==> src/cid_params.svh <==
// Constants for the inc/dec/invert, interrupt-enable and relative-jump unit.
// Assumes a 32-bit AHB-Lite register window with byte addresses below 8'h20.
`ifndef CID_PARAMS_SVH
`define CID_PARAMS_SVH

// ----------------------------------------------------------------------
// Register byte offsets
// ----------------------------------------------------------------------
`define CID_OFF_OPERAND  8'h00
`define CID_OFF_STATUS   8'h04
`define CID_OFF_PC       8'h08
`define CID_OFF_COMMAND  8'h0c
`define CID_OFF_RESULT   8'h10
`define CID_OFF_INFO     8'h14

// ----------------------------------------------------------------------
// Status word bit positions and masks
// ----------------------------------------------------------------------
`define CID_ST_C         0
`define CID_ST_Z         1
`define CID_ST_N         2
`define CID_ST_IEN       3
`define CID_ST_CORE_HALT 4
`define CID_ST_OSC_OFF   5
`define CID_ST_V         8
`define CID_IEN_SET_MASK 16'h0008
`define CID_IEN_CLR_MASK 16'hfff7

// ----------------------------------------------------------------------
// Command word fields
// ----------------------------------------------------------------------
`define CID_CMD_OP_LSB   0
`define CID_CMD_OP_MSB   3
`define CID_CMD_BYTE     4
`define CID_CMD_OFS_LSB  16
`define CID_CMD_OFS_MSB  25

// ----------------------------------------------------------------------
// Operand constants and reset values
// ----------------------------------------------------------------------
`define CID_ADD_ONE      16'h0001
`define CID_ADD_TWO      16'h0002
`define CID_SUB_TWO      16'hfffe
`define CID_ST_RESET     16'h0000
`define CID_PC_RESET     20'h00000
`define CID_DATA_RESET   16'h0000

`endif

==> src/cid_pkg.sv <==
// Types shared by the execution slice and its register shell.
// Assumes the constants header is compiled alongside.
package cid_pkg;

    // ------------------------------------------------------------------
    // Operation codes
    // ------------------------------------------------------------------
    typedef enum logic [3:0] {
        no_op,
        double_decrement_op,
        increment_op,
        double_increment_op,
        bitwise_complement_op,
        irq_disable_op,
        irq_enable_op,
        jump_on_carry,
        jump_on_zero_flag
    } cid_op_e;

    // ------------------------------------------------------------------
    // Execution carriers
    // ------------------------------------------------------------------
    typedef struct packed {
        cid_op_e     op;
        logic        byte_mode;
        logic [15:0] dst;
        logic [15:0] status_word;
    } cid_alu_in_s;

    typedef struct packed {
        logic [15:0] result;
        logic [15:0] status_word;
        logic        writes_dst;
    } cid_alu_out_s;

    // ------------------------------------------------------------------
    // Whole state of the register shell
    // ------------------------------------------------------------------
    typedef struct packed {
        logic [15:0] operand;
        logic [15:0] status_word;
        logic [19:0] pc;
        logic [31:0] command;
        logic [15:0] result;
        logic        jump_taken;
        logic        irq_hold;
        logic        irq_take;
        logic        ph_valid;
        logic        ph_write;
        logic        ph_mapped;
        logic [7:0]  ph_addr;
        logic [31:0] hrdata;
        logic        hreadyout;
    } cid_state_s;

endpackage

==> src/cid_alu.sv <==
// Arithmetic and status-word slice for one executed operation.
// Purely combinational; assumes a clocked caller that registers the outputs.
`timescale 1ns/1ps
`include "cid_params.svh"

module cid_alu (
    input  cid_pkg::cid_alu_in_s  alu_in,
    output cid_pkg::cid_alu_out_s alu_out
);

    logic [15:0] addend;
    logic [16:0] sum_w;
    logic [8:0]  sum_b;
    logic [15:0] res;
    logic        a_sign;
    logic        k_sign;
    logic        r_sign;
    logic        r_zero;
    logic        carry;

    always_comb
    begin
        unique case (alu_in.op)
            cid_pkg::double_decrement_op: addend = `CID_SUB_TWO;
            cid_pkg::increment_op:        addend = `CID_ADD_ONE;
            default:                      addend = `CID_ADD_TWO;
        endcase
        sum_w = {1'b0, alu_in.dst} + {1'b0, addend};
        sum_b = {1'b0, alu_in.dst[7:0]} + {1'b0, addend[7:0]};
        if (alu_in.op == cid_pkg::bitwise_complement_op)
        begin
            res   = ~alu_in.dst;
            carry = 1'b0;
        end
        else
        begin
            res   = sum_w[15:0];
            carry = alu_in.byte_mode ? sum_b[8] : sum_w[16];
        end
        // Byte forms work on the low byte, sign in bit 7
        if (alu_in.byte_mode)
        begin
            res    = {8'h00, res[7:0]};
            a_sign = alu_in.dst[7];
            k_sign = addend[7];
            r_sign = res[7];
            r_zero = (res[7:0] == 8'h00);
        end
        else
        begin
            a_sign = alu_in.dst[15];
            k_sign = addend[15];
            r_sign = res[15];
            r_zero = (res == 16'h0000);
        end

        alu_out             = '0;
        alu_out.status_word = alu_in.status_word;
        alu_out.result      = res;
        unique case (alu_in.op)
            cid_pkg::double_decrement_op,
            cid_pkg::increment_op,
            cid_pkg::double_increment_op:
            begin
                alu_out.writes_dst = 1'b1;
                alu_out.status_word[`CID_ST_N] = r_sign;
                alu_out.status_word[`CID_ST_Z] = r_zero;
                alu_out.status_word[`CID_ST_C] = carry;
                // Overflow when both operands agree in sign and result does not
                alu_out.status_word[`CID_ST_V] = (a_sign == k_sign) &&
                                                 (r_sign != a_sign);
            end
            cid_pkg::bitwise_complement_op:
            begin
                alu_out.writes_dst = 1'b1;
                alu_out.status_word[`CID_ST_N] = r_sign;
                alu_out.status_word[`CID_ST_Z] = r_zero;
                alu_out.status_word[`CID_ST_C] = ~r_zero;
                alu_out.status_word[`CID_ST_V] = a_sign;
            end
            cid_pkg::irq_disable_op:
                alu_out.status_word = alu_in.status_word & `CID_IEN_CLR_MASK;
            cid_pkg::irq_enable_op:
                alu_out.status_word = alu_in.status_word | `CID_IEN_SET_MASK;
            default:
                alu_out.status_word = alu_in.status_word;
        endcase
    end

endmodule

==> src/cid_unit.sv <==
// Register shell and program-counter logic for the inc/dec/invert unit.
// Assumes a single AHB-Lite master and one slave on the bus, hready = hreadyout.
`timescale 1ns/1ps
`include "cid_params.svh"

module cid_unit (
    input  wire logic        hclk,
    input  wire logic        hresetn,
    input  wire logic        hsel,
    input  wire logic [31:0] haddr,
    input  wire logic [1:0]  htrans,
    input  wire logic        hwrite,
    input  wire logic [2:0]  hsize,
    input  wire logic [31:0] hwdata,
    input  wire logic        hready,
    input  wire logic        irq_request,
    output logic             hreadyout,
    output logic [31:0]      hrdata,
    output logic             hresp,
    output logic             irq_take,
    output logic             global_irq_enable,
    output logic             core_halt_bit,
    output logic             oscillator_off_bit
);

    // ------------------------------------------------------------------
    // Reset image of the whole state
    // ------------------------------------------------------------------
    localparam cid_pkg::cid_state_s STATE_RESET = '{
        operand:     `CID_DATA_RESET,
        status_word: `CID_ST_RESET,
        pc:          `CID_PC_RESET,
        command:     32'h0000_0000,
        result:      `CID_DATA_RESET,
        jump_taken:  1'b0,
        irq_hold:    1'b0,
        irq_take:    1'b0,
        ph_valid:    1'b0,
        ph_write:    1'b0,
        ph_mapped:   1'b0,
        ph_addr:     8'h00,
        hrdata:      32'h0000_0000,
        hreadyout:   1'b1
    };

    // ------------------------------------------------------------------
    // Decoding helpers
    // ------------------------------------------------------------------
    function automatic logic addr_mapped(input logic [31:0] a);
        logic hit;
        hit = 1'b0;
        if (a[31:8] == 24'h000000 && a[1:0] == 2'b00)
        begin
            unique case (a[7:0])
                `CID_OFF_OPERAND,
                `CID_OFF_STATUS,
                `CID_OFF_PC,
                `CID_OFF_COMMAND,
                `CID_OFF_RESULT,
                `CID_OFF_INFO: hit = 1'b1;
                default:       hit = 1'b0;
            endcase
        end
        return hit;
    endfunction

    function automatic cid_pkg::cid_op_e op_of(input logic [31:0] cmd);
        cid_pkg::cid_op_e op;
        unique case (cmd[`CID_CMD_OP_MSB:`CID_CMD_OP_LSB])
            4'h1:    op = cid_pkg::double_decrement_op;
            4'h2:    op = cid_pkg::increment_op;
            4'h3:    op = cid_pkg::double_increment_op;
            4'h4:    op = cid_pkg::bitwise_complement_op;
            4'h5:    op = cid_pkg::irq_disable_op;
            4'h6:    op = cid_pkg::irq_enable_op;
            4'h7:    op = cid_pkg::jump_on_carry;
            4'h8:    op = cid_pkg::jump_on_zero_flag;
            default: op = cid_pkg::no_op;
        endcase
        return op;
    endfunction

    function automatic logic [31:0] read_mux(input cid_pkg::cid_state_s s,
                                             input logic [7:0]          a);
        logic [31:0] v;
        v = 32'h0000_0000;
        unique case (a)
            `CID_OFF_OPERAND: v = {16'h0000, s.operand};
            `CID_OFF_STATUS:  v = {16'h0000, s.status_word};
            `CID_OFF_PC:      v = {12'h000, s.pc};
            `CID_OFF_COMMAND: v = s.command;
            `CID_OFF_RESULT:  v = {16'h0000, s.result};
            `CID_OFF_INFO:    v = {29'h0000_0000, s.irq_take, s.irq_hold, s.jump_taken};
            default:          v = 32'h0000_0000;
        endcase
        return v;
    endfunction

    // ------------------------------------------------------------------
    // State and execution slice
    // ------------------------------------------------------------------
    cid_pkg::cid_state_s   state_q;
    cid_pkg::cid_state_s   state_d;
    cid_pkg::cid_alu_in_s  alu_in;
    cid_pkg::cid_alu_out_s alu_out;
    cid_pkg::cid_op_e      new_op;
    logic                  addr_take;
    logic                  wr_cmd;
    logic                  jump_cond;
    logic [19:0]           jump_disp;

    assign new_op = op_of(hwdata);

    always_comb
    begin
        alu_in             = '0;
        alu_in.op          = new_op;
        alu_in.byte_mode   = hwdata[`CID_CMD_BYTE];
        alu_in.dst         = state_q.operand;
        alu_in.status_word = state_q.status_word;
    end

    cid_alu u_alu (
        .alu_in  (alu_in),
        .alu_out (alu_out)
    );

    // ------------------------------------------------------------------
    // Next-state logic
    // ------------------------------------------------------------------
    always_comb
    begin
        state_d   = state_q;
        addr_take = hsel && hready && htrans[1];
        wr_cmd    = state_q.ph_valid && state_q.ph_write &&
                    state_q.ph_mapped && (state_q.ph_addr == `CID_OFF_COMMAND);

        // Jump condition from the flags as they stand before the command
        unique case (new_op)
            cid_pkg::jump_on_carry:     jump_cond = state_q.status_word[`CID_ST_C];
            cid_pkg::jump_on_zero_flag: jump_cond = state_q.status_word[`CID_ST_Z];
            default:                    jump_cond = 1'b0;
        endcase
        // Word offset doubled and sign extended, wraps over 20 bits
        jump_disp = {{9{hwdata[`CID_CMD_OFS_MSB]}},
                     hwdata[`CID_CMD_OFS_MSB:`CID_CMD_OFS_LSB], 1'b0};

        // Data phase of a write
        if (state_q.ph_valid && state_q.ph_write && state_q.ph_mapped)
        begin
            unique case (state_q.ph_addr)
                `CID_OFF_OPERAND: state_d.operand     = hwdata[15:0];
                `CID_OFF_STATUS:  state_d.status_word = hwdata[15:0];
                `CID_OFF_PC:      state_d.pc          = hwdata[19:0];
                `CID_OFF_COMMAND: state_d.command     = hwdata;
                default:          state_d.command     = state_q.command;
            endcase
        end

        // Command execution
        if (wr_cmd)
        begin
            state_d.status_word = alu_out.status_word;
            if (alu_out.writes_dst)
            begin
                state_d.operand = alu_out.result;
                state_d.result  = alu_out.result;
            end
            state_d.jump_taken = jump_cond;
            if (jump_cond)
            begin
                state_d.pc = state_q.pc + jump_disp;
            end
            // Hold off interrupts until one more command has executed
            state_d.irq_hold = (new_op == cid_pkg::irq_enable_op);
        end

        state_d.irq_take = state_d.status_word[`CID_ST_IEN] && irq_request &&
                           !state_d.irq_hold;

        // Address phase capture
        if (hready)
        begin
            state_d.ph_valid  = addr_take;
            state_d.ph_write  = hwrite;
            state_d.ph_mapped = addr_mapped(haddr);
            state_d.ph_addr   = haddr[7:0];
        end

        // Read data prepared from the state that this edge will hold
        if (addr_take && !hwrite && addr_mapped(haddr))
        begin
            state_d.hrdata = read_mux(state_d, haddr[7:0]);
        end
        else if (addr_take)
        begin
            state_d.hrdata = 32'h0000_0000;
        end

        state_d.hreadyout = 1'b1;
    end

    // ------------------------------------------------------------------
    // State register
    // ------------------------------------------------------------------
    always_ff @(posedge hclk or negedge hresetn)
    begin
        if (!hresetn)
        begin
            state_q <= STATE_RESET;
        end
        else
        begin
            state_q <= state_d;
        end
    end

    // ------------------------------------------------------------------
    // Outputs
    // ------------------------------------------------------------------
    assign hreadyout          = state_q.hreadyout;
    assign hrdata             = state_q.hrdata;
    assign hresp              = 1'b0;
    assign irq_take           = state_q.irq_take;
    assign global_irq_enable  = state_q.status_word[`CID_ST_IEN];
    assign core_halt_bit      = state_q.status_word[`CID_ST_CORE_HALT];
    assign oscillator_off_bit = state_q.status_word[`CID_ST_OSC_OFF];

    // hsize is accepted but only whole-word transfers are defined
    logic unused_size;
    assign unused_size = ^hsize;

endmodule

==> config.mk <==
export PLATFORM = sky130hd
export DESIGN_NAME = cid_unit
export DESIGN_NICKNAME = d
export VERILOG_FILES = /design/src/cid_pkg.sv /design/src/cid_alu.sv /design/src/cid_unit.sv
export VERILOG_INCLUDE_DIRS = /design/src
export SDC_FILE = /design/constraint.sdc
export NUM_CORES = 1
export LEC_CHECK = 0
export ABC_AREA = 1
export BUFFER_PORTS_ARGS = -buffer_cell sky130_fd_sc_hd__buf_2
export CELL_PAD_IN_SITES_DETAIL_PLACEMENT = 0
export CELL_PAD_IN_SITES_GLOBAL_PLACEMENT = 1
export CORE_MARGIN = 5
export CORE_UTILIZATION = 39
export DETAILED_ROUTE_END_ITERATION = 10
export PLACE_DENSITY = 0.85
export SYNTH_ARGS = -nofsm -noshare
export SYNTH_HDL_FRONTEND = slang
export SYNTH_SLANG_ARGS = --single-unit
==> constraint.sdc <==
create_clock -name hclk -period 2.25 [get_ports hclk]
set_clock_uncertainty 0.05 [all_clocks]
set_input_delay 0.3375 -clock hclk [delete_from_list [all_inputs] [get_ports hclk]]
set_output_delay 0.3375 -clock hclk [all_outputs]
set_load 0.03 [all_outputs]
# [Yosys cells after proc, flatten, opt, wreduce, memory -nomap -nowiden]
# Memories as Yosys holds them, arrays and structs flattened.
# Cells that the tools add are included.
[word_totals] romBits=64 word_cells=88 mem_count=1 out_inout_bits=38 reg_bits=146
[mem_list] memory="(no name shown)" words=16 width=4 read_ports=1 rd_ports_with_merged_regs=0 wr=0 line="cid_unit.sv:69" source="unique case (cmd[`CID_CMD_OP_MSB:`CID_CMD_OP_LSB])"
[classes] n_eq_ne=18 addsub=3 muxes=28 reduce_logical=23 n_bitwise=2
[ops] op="$pmux W32 S6" n=1
[ops] op="$mux W16" n=6
[ops] op="$mux W32" n=3
[ops] op="$mux W84" n=1
[ops] op="$mux W52" n=1
[ops] op="$mux W20" n=2
[ops] op="$eq A8 B4 Y1 const B" n=4
[ops] op="$pmux W16 S2" n=1
[ops] op="$logic_not A24 Y1" n=1
[ops] op="$logic_not A8 Y1" n=3
[ops] op="$add A20 B20 Y20" n=1
[ops] op="$mux W18" n=1
[ops] op="$add A16 B16 Y17" n=1
[ops] op="$eq A4 B3 Y1 const B" n=4
[ops] op="$eq A8 B3 Y1 const B" n=2
[ops] op="$eq A8 B5 Y1 const B" n=2
[ops] op="$logic_not A16 Y1" n=1
[ops] op="$not A16 Y16" n=1
[ops] op="$logic_and A1 B1 Y1" n=11
[ops] op="$add A8 B8 Y9" n=1
[ops] op="$eq A4 B2 Y1 const B" n=2
[ops] op="$mux W1" n=8
[ops] op="$pmux W1 S2" n=3
[ops] op="$pmux W3 S2" n=1
[ops] op="other kinds (11)" n=12

# [Logic depth before layout (Yosys ltp)]
# An unclocked memory read counts as a cell.
[logic_depth] word_depth=14 mapped_depth=26 mapped_depth_nobuf=26

# [Cells and area by module]
# From an unflattened synthesis, not the netlist that was laid out.
[hier_totals] cells_unflattened=1606 hier_area_um2=10587.7
[modules_own_cells] module="cid_unit" n_inst=1 cells_per_inst=1294 seq_area_each_um2=3653.5 area_per_inst_um2=9037.4
[modules_own_cells] module="cid_alu" n_inst=1 cells_per_inst=312 seq_area_each_um2=0.0 area_per_inst_um2=1550.2

# [Least setup slack after synthesis]
# Ideal clock, no wire load.
[synth_timing] path_type="input to register" startpoint="input port hwdata[0]" endpoint="register state_q, in the netlist hrdata[0]" t_arrival_ns=3.580 cell_stages=19 path_buffers=0 setup_ns=0.117 path_slack_ns=-1.497 cell_sequence="inv_1 -> nor4_1 -> ha_1 -> nand2_1 -> inv_1 -> a21oi_1 -> nand2_1 -> or2_0 -> nand3_1 -> o21ai_2 -> or2_1 -> nor2_1 -> nand2_1 -> nand2_1 -> nand2_1 -> nand3_1 -> nand2_1 -> nand2_1 -> nand2_1"
[synth_between] elab_chain_cells=12 word_cells_on_any_way=34 classes_between="2 x add/sub; 6 x eq/ne; 20 x mux; 1 x bitwise; 4 x reduce/logical; 1 x memory"
[synth_lines] element="start: declaration" line="cid_unit.sv:14" source="input wire logic [31:0] hwdata,"
[synth_lines] element="$mem_v2 Z16 W4"
[synth_lines] element="$eq A4 B2 Y1 or $eq A4 B1 Y1 (tied branches)" line="cid_alu.sv:23, cid_alu.sv:60"
[synth_lines] element="$pmux W16 S2" line="cid_alu.sv:23" source="unique case (alu_in.op)"
[synth_lines] element="$add A16 B16 Y17" line="cid_alu.sv:28" source="sum_w = {1'b0, alu_in.dst} + {1'b0, addend};"
[synth_lines] element="$mux W16" line="cid_alu.sv:30" source="if (alu_in.op == cid_pkg::bitwise_complement_op)"
[synth_lines] element="$logic_not A16 Y1 or $logic_not A8 Y1 (tied branches)" line="cid_alu.sv:54, cid_alu.sv:47"
[synth_lines] element="$mux W1" line="cid_alu.sv:41" source="if (alu_in.byte_mode)"
[synth_lines] element="$not A1 Y1" line="cid_alu.sv:78" source="alu_out.status_word[`CID_ST_C] = ~r_zero;"
[synth_lines] element="$pmux W3 S2" line="cid_alu.sv:60" source="unique case (alu_in.op)"
[synth_lines] element="$mux W52" line="cid_unit.sv:161" source="if (wr_cmd)"
[synth_lines] element="$pmux W32 S6 *" line="cid_unit.sv:87" source="unique case (a)"
[synth_lines] element="$mux W32 *" line="cid_unit.sv:191" source="if (addr_take && !hwrite && addr_mapped(haddr))"
[synth_lines] element="end signal: assignment" line="cid_unit.sv:214" source="state_q <= state_d;"
[synth_lines] element="end: declaration" line="cid_unit.sv:102" source="cid_pkg::cid_state_s state_q;"
# Mark *: on every way between the ends. The rest lies on a longest branch, timed or not.
# A chain may end at the register's enable or synchronous reset.

# [Worst setup path in the final report]
[layout_timing] startpoint="input port hwdata[2]" endpoint="register state_q, in the netlist hrdata[0]"
[layout_between] elab_chain_cells=12 word_cells_on_any_way=29 classes_between="2 x add/sub; 6 x eq/ne; 15 x mux; 1 x bitwise; 4 x reduce/logical; 1 x memory"
[layout_lines] element="$mem_v2 Z16 W4 *"
[layout_lines] element="$eq A4 B2 Y1 or $eq A4 B1 Y1 (tied branches)" line="cid_alu.sv:23, cid_alu.sv:60"
[layout_lines] element="$pmux W16 S2" line="cid_alu.sv:23"
[layout_lines] element="$add A16 B16 Y17" line="cid_alu.sv:28"
[layout_lines] element="$mux W16" line="cid_alu.sv:30"
[layout_lines] element="$logic_not A16 Y1 or $logic_not A8 Y1 (tied branches)" line="cid_alu.sv:54, cid_alu.sv:47"
[layout_lines] element="$mux W1" line="cid_alu.sv:41"
[layout_lines] element="$not A1 Y1" line="cid_alu.sv:78"
[layout_lines] element="$pmux W3 S2" line="cid_alu.sv:60"
[layout_lines] element="$mux W52" line="cid_unit.sv:161"
[layout_lines] element="$pmux W32 S6 *" line="cid_unit.sv:87"
[layout_lines] element="$mux W32 *" line="cid_unit.sv:191"
# Marked as above.

==> metrics.txt <==
CP dominant cell by count=nand2_1; setup slack, reg-to-reg=-0.21 ns; nets@finish=1661; CP peak stage delay=0.27 ns; Min-Delay Endpoint=state_q[33]; syn_nets=1409; final WL=31.6 mm; Final GP Congestion=0.908; Final Max Tran Viols=0; register area share after synthesis=38.4%; Synth Warn #=0; root buf cell=clkbuf_16; Final Total Pwr=7.54 mW; CP arrival=2.78 ns; site row count=57; fin worst setup slack=-0.252 ns; main combinational cell family by area after synthesis=simple AND/OR/NAND/NOR gates; Via density=4.97; largest net degree at the start of global routing=53; WP data required=2.52 ns; fmax=0.400 GHz; dpl hpwl=23.3 mm; post-route cell area=13300 um2; leakage=7.22 nW; vias in the first global route=9326; Compound-Gate Fraction of Synth Area=14.7%; die extent in y=166 um; largest cells by area after synthesis=dfrtp_1 38%, nand2_1 16%, inv_1 7.0%, o21ai_0 5.5%, ha_1 4.5%; GR Util All Layers=22.4%; Worst Reg2Reg Path Length in Cells=14; antenna violations before repair=1; Initial Util=39.3%; CTS Sinks=146; TritonCTS clock tree=yes; async set-reset flop share out of synthesis=100%; hold depth=3; H-tree depth=4; gr ovfl total=0; Critical Path Start=hwdata[2]; multiplexer area fraction after synthesis=0.658%; CP Launch Type=primary input; antenna-violating nets left=0; Fin. Hold Viols=0; TritonCTS buffer count=17; CP max stage cell=nor4_4; reg-to-reg critical path startpoint=state_q[96]; Clk pin slew, worst setup/hold paths=0.06 ns; min-delay src=haddr[0]; DIE AREA=27600 um2; adder-cell area share of the yosys netlist=4.90%; Post-Synth Simple-Gate Area=27.7%; endpoints failing setup=21; Seq cells post-synth=146; failing checks=negative setup slack; Port Buffer Count=106; min cycle time layout=2.50 ns; number of flops mapped to enable cells by yosys=0; RSZ-0062 raised after global routing=yes; WS Path Type=primary input to register; # Max-Cap Violations=0; # IOs=113; first-pass GRT wire length=49.6 mm; Final Cycle Share=111%; outcome=finished, violations left; CP Cell Sequence=buf_8 > nor4_4 > buf_6 > buf_12 > ha_4 > nand2_2 > nand2_4 > a21oi_4 > nand2_2 > or2_0 > nand3_1 > o21ai_2 > or2_1 > nor2_1 > nand2_1 > nand2_1 > nand2_1 > nand3_1 > nand2_1 > nand2_1 > nand2_1; area of placed instances=11400 um2; die extent in x=166 um; Yosys top cell area share=38.4%; Bufs on Longest Clock Path=2; largest area contributor in the netlist=dfrtp_1; core area=24200 um2; antenna diode count=0; Hold Crit Class=primary input to register; Critical R2R Capture=hrdata[9]; power density of the placed cells=567 nW/um2; crit path capture type=register; cells after synthesis=1298; initial DRC count=753; DR DRC count=0; Synth Area in XOR/XNOR=1.11%; first-pass iteration count of the detailed router=7; Max VDD drop=0.000541 V; clk_lat worst skew=0.43 ns; share of cells above drive strength 1=39.3%; Post-Syn Area=9510 um2; Syn-to-layout area delta=40.0%; Avg Inst Size Synth=7.33 um2; count of cell types in the netlist=61; CP max FO=7; vias=9386; WL/cell=16.7 um; top_reg_cell synth=dfrtp_1
## worst max path at each step
stage	to	slack (ns)	cells after the start
detailed placement	hrdata[10]	-0.83	20
CTS	hrdata[0]	-0.20	21
global placement	hrdata[10]	-0.76	20
floorplan	hrdata[0]	-0.59	18
finish	hrdata[0]	-0.25	21
global route	hrdata[1]	-0.40	22
## synth_stat cells, types with 8 or more instances
master / n
inv_1: 177
nand4_1: 10
xor2_1: 10
clkbuf_1: 20
a21oi_1: 42
nand3_1: 50
nand2_1: 403
o21ai_0: 105
dfrtp_1: 146
or2_2: 26
ha_1: 34
nor2_1: 58
o211ai_1: 9
o21ai_1: 23
nor3_1: 8
buf_4: 36
inv_2: 18
## metal layers
layer	track usage (%)	share of wire, %	up-vias
met4	5.52	2.2	0
met2	38.2	50	246
li1	-	-	4624
met1	30.0	44	4460
met5	0	0	-
met3	3.40	4.4	56
## power by group
| group | switching, mW | internal (mW) |
|---|---|---|
| logic | 0.971 | 0.786 |
| clock network | 1.17 | 1.80 |
| registers | 0.0762 | 2.73 |
| total | 2.22 | 5.32 |
## sequential cells by signal (all words and copies together), names as in the netlist
register	flops
core_halt_bit	1
alu_in	29
state_q	81
irq_take	1
hrdata	32
global_irq_enable	1
oscillator_off_bit	1
## cell usage in the layout, fill, tap and decap left out, types with 6 or more instances in the layout
cell and instances:
a21oi_1 25, a21oi_2 12, a21oi_4 6, buf_12 7, buf_2 103, buf_4 173, buf_6 13, clkbuf_16 17
dfrtp_1 145, ha_1 12, ha_4 20, inv_1 161, inv_2 32, nand2_1 325, nand2_2 61, nand2_4 25
nand3_1 31, nand3_2 17, nand3_4 8, nand4_1 10, nor2_1 39, nor2_2 19, nor3_1 7, nor4_1 6
o211ai_1 9, o21ai_0 89, o21ai_1 30, o21ai_2 11, or2_2 22, xor2_1 10
## what timing repair did
item | 4_1_cts | 5_1_grt
setup endpoints to repair | 28 | 35
buffers inserted | 13 | 14
cloned | 1 | 0
hold buffers | 1 | 0
pin swaps | 64 | 68
endpoints found under the hold margin | 26 | 0
resized for setup | 145 | 129
## worst max-delay path, delay by kind of cell
| kind | cells | cell delay, ns |
|---|---|---|
| and+or+nand+nor | 15 | 1.57 |
| AOI/OAI and AO/OA | 2 | 0.20 |
| adders and majority gates | 1 | 0.23 |
| buffers and inverters | 3 | 0.42 |
## area by class of cell
class                      count  area [um2]
fill                        2198       10900
multi-input combinational    889        5730
tap                          324         405
sequential                   146        3650
clock buffer                  20         457
inverter                     196         743
timing repair buffer         300        2170
clock inverter                12         154
## metrics by stage
step | util (%) | hold slack, ns | worst slack (ns) | TNS, ns | instances
floorplan | - | -0.00809 | -0.592 | -8.25 | 1298
global placement | 47.2 | 0.186 | -0.764 | -19.17 | 1832
CTS | 52.9 | 0.0657 | -0.198 | -1.90 | 1879
finish | 55.0 | 0.0769 | -0.252 | -2.63 | 1887
global route | 55.0 | 0.0778 | -0.400 | -5.25 | 1887
detailed placement | 47.2 | 0.187 | -0.827 | -21.52 | 1832
## cell families (layout without fill, tap and decap cells)
| logic type | Yosys count | count (layout) |
|---|---|---|
| AOI/OAI and AO/OA | 236 | 236 |
| xor gates and xnor gates | 12 | 12 |
| other | 2 | 2 |
| muxes | 6 | 6 |
| adders and majority gates | 36 | 36 |
| DFF | 146 | 146 |
| buffers and inverters | 263 | 528 |
| and+or+nand+nor | 597 | 597 |
Note: power is estimated with default switching activity, not from simulation.
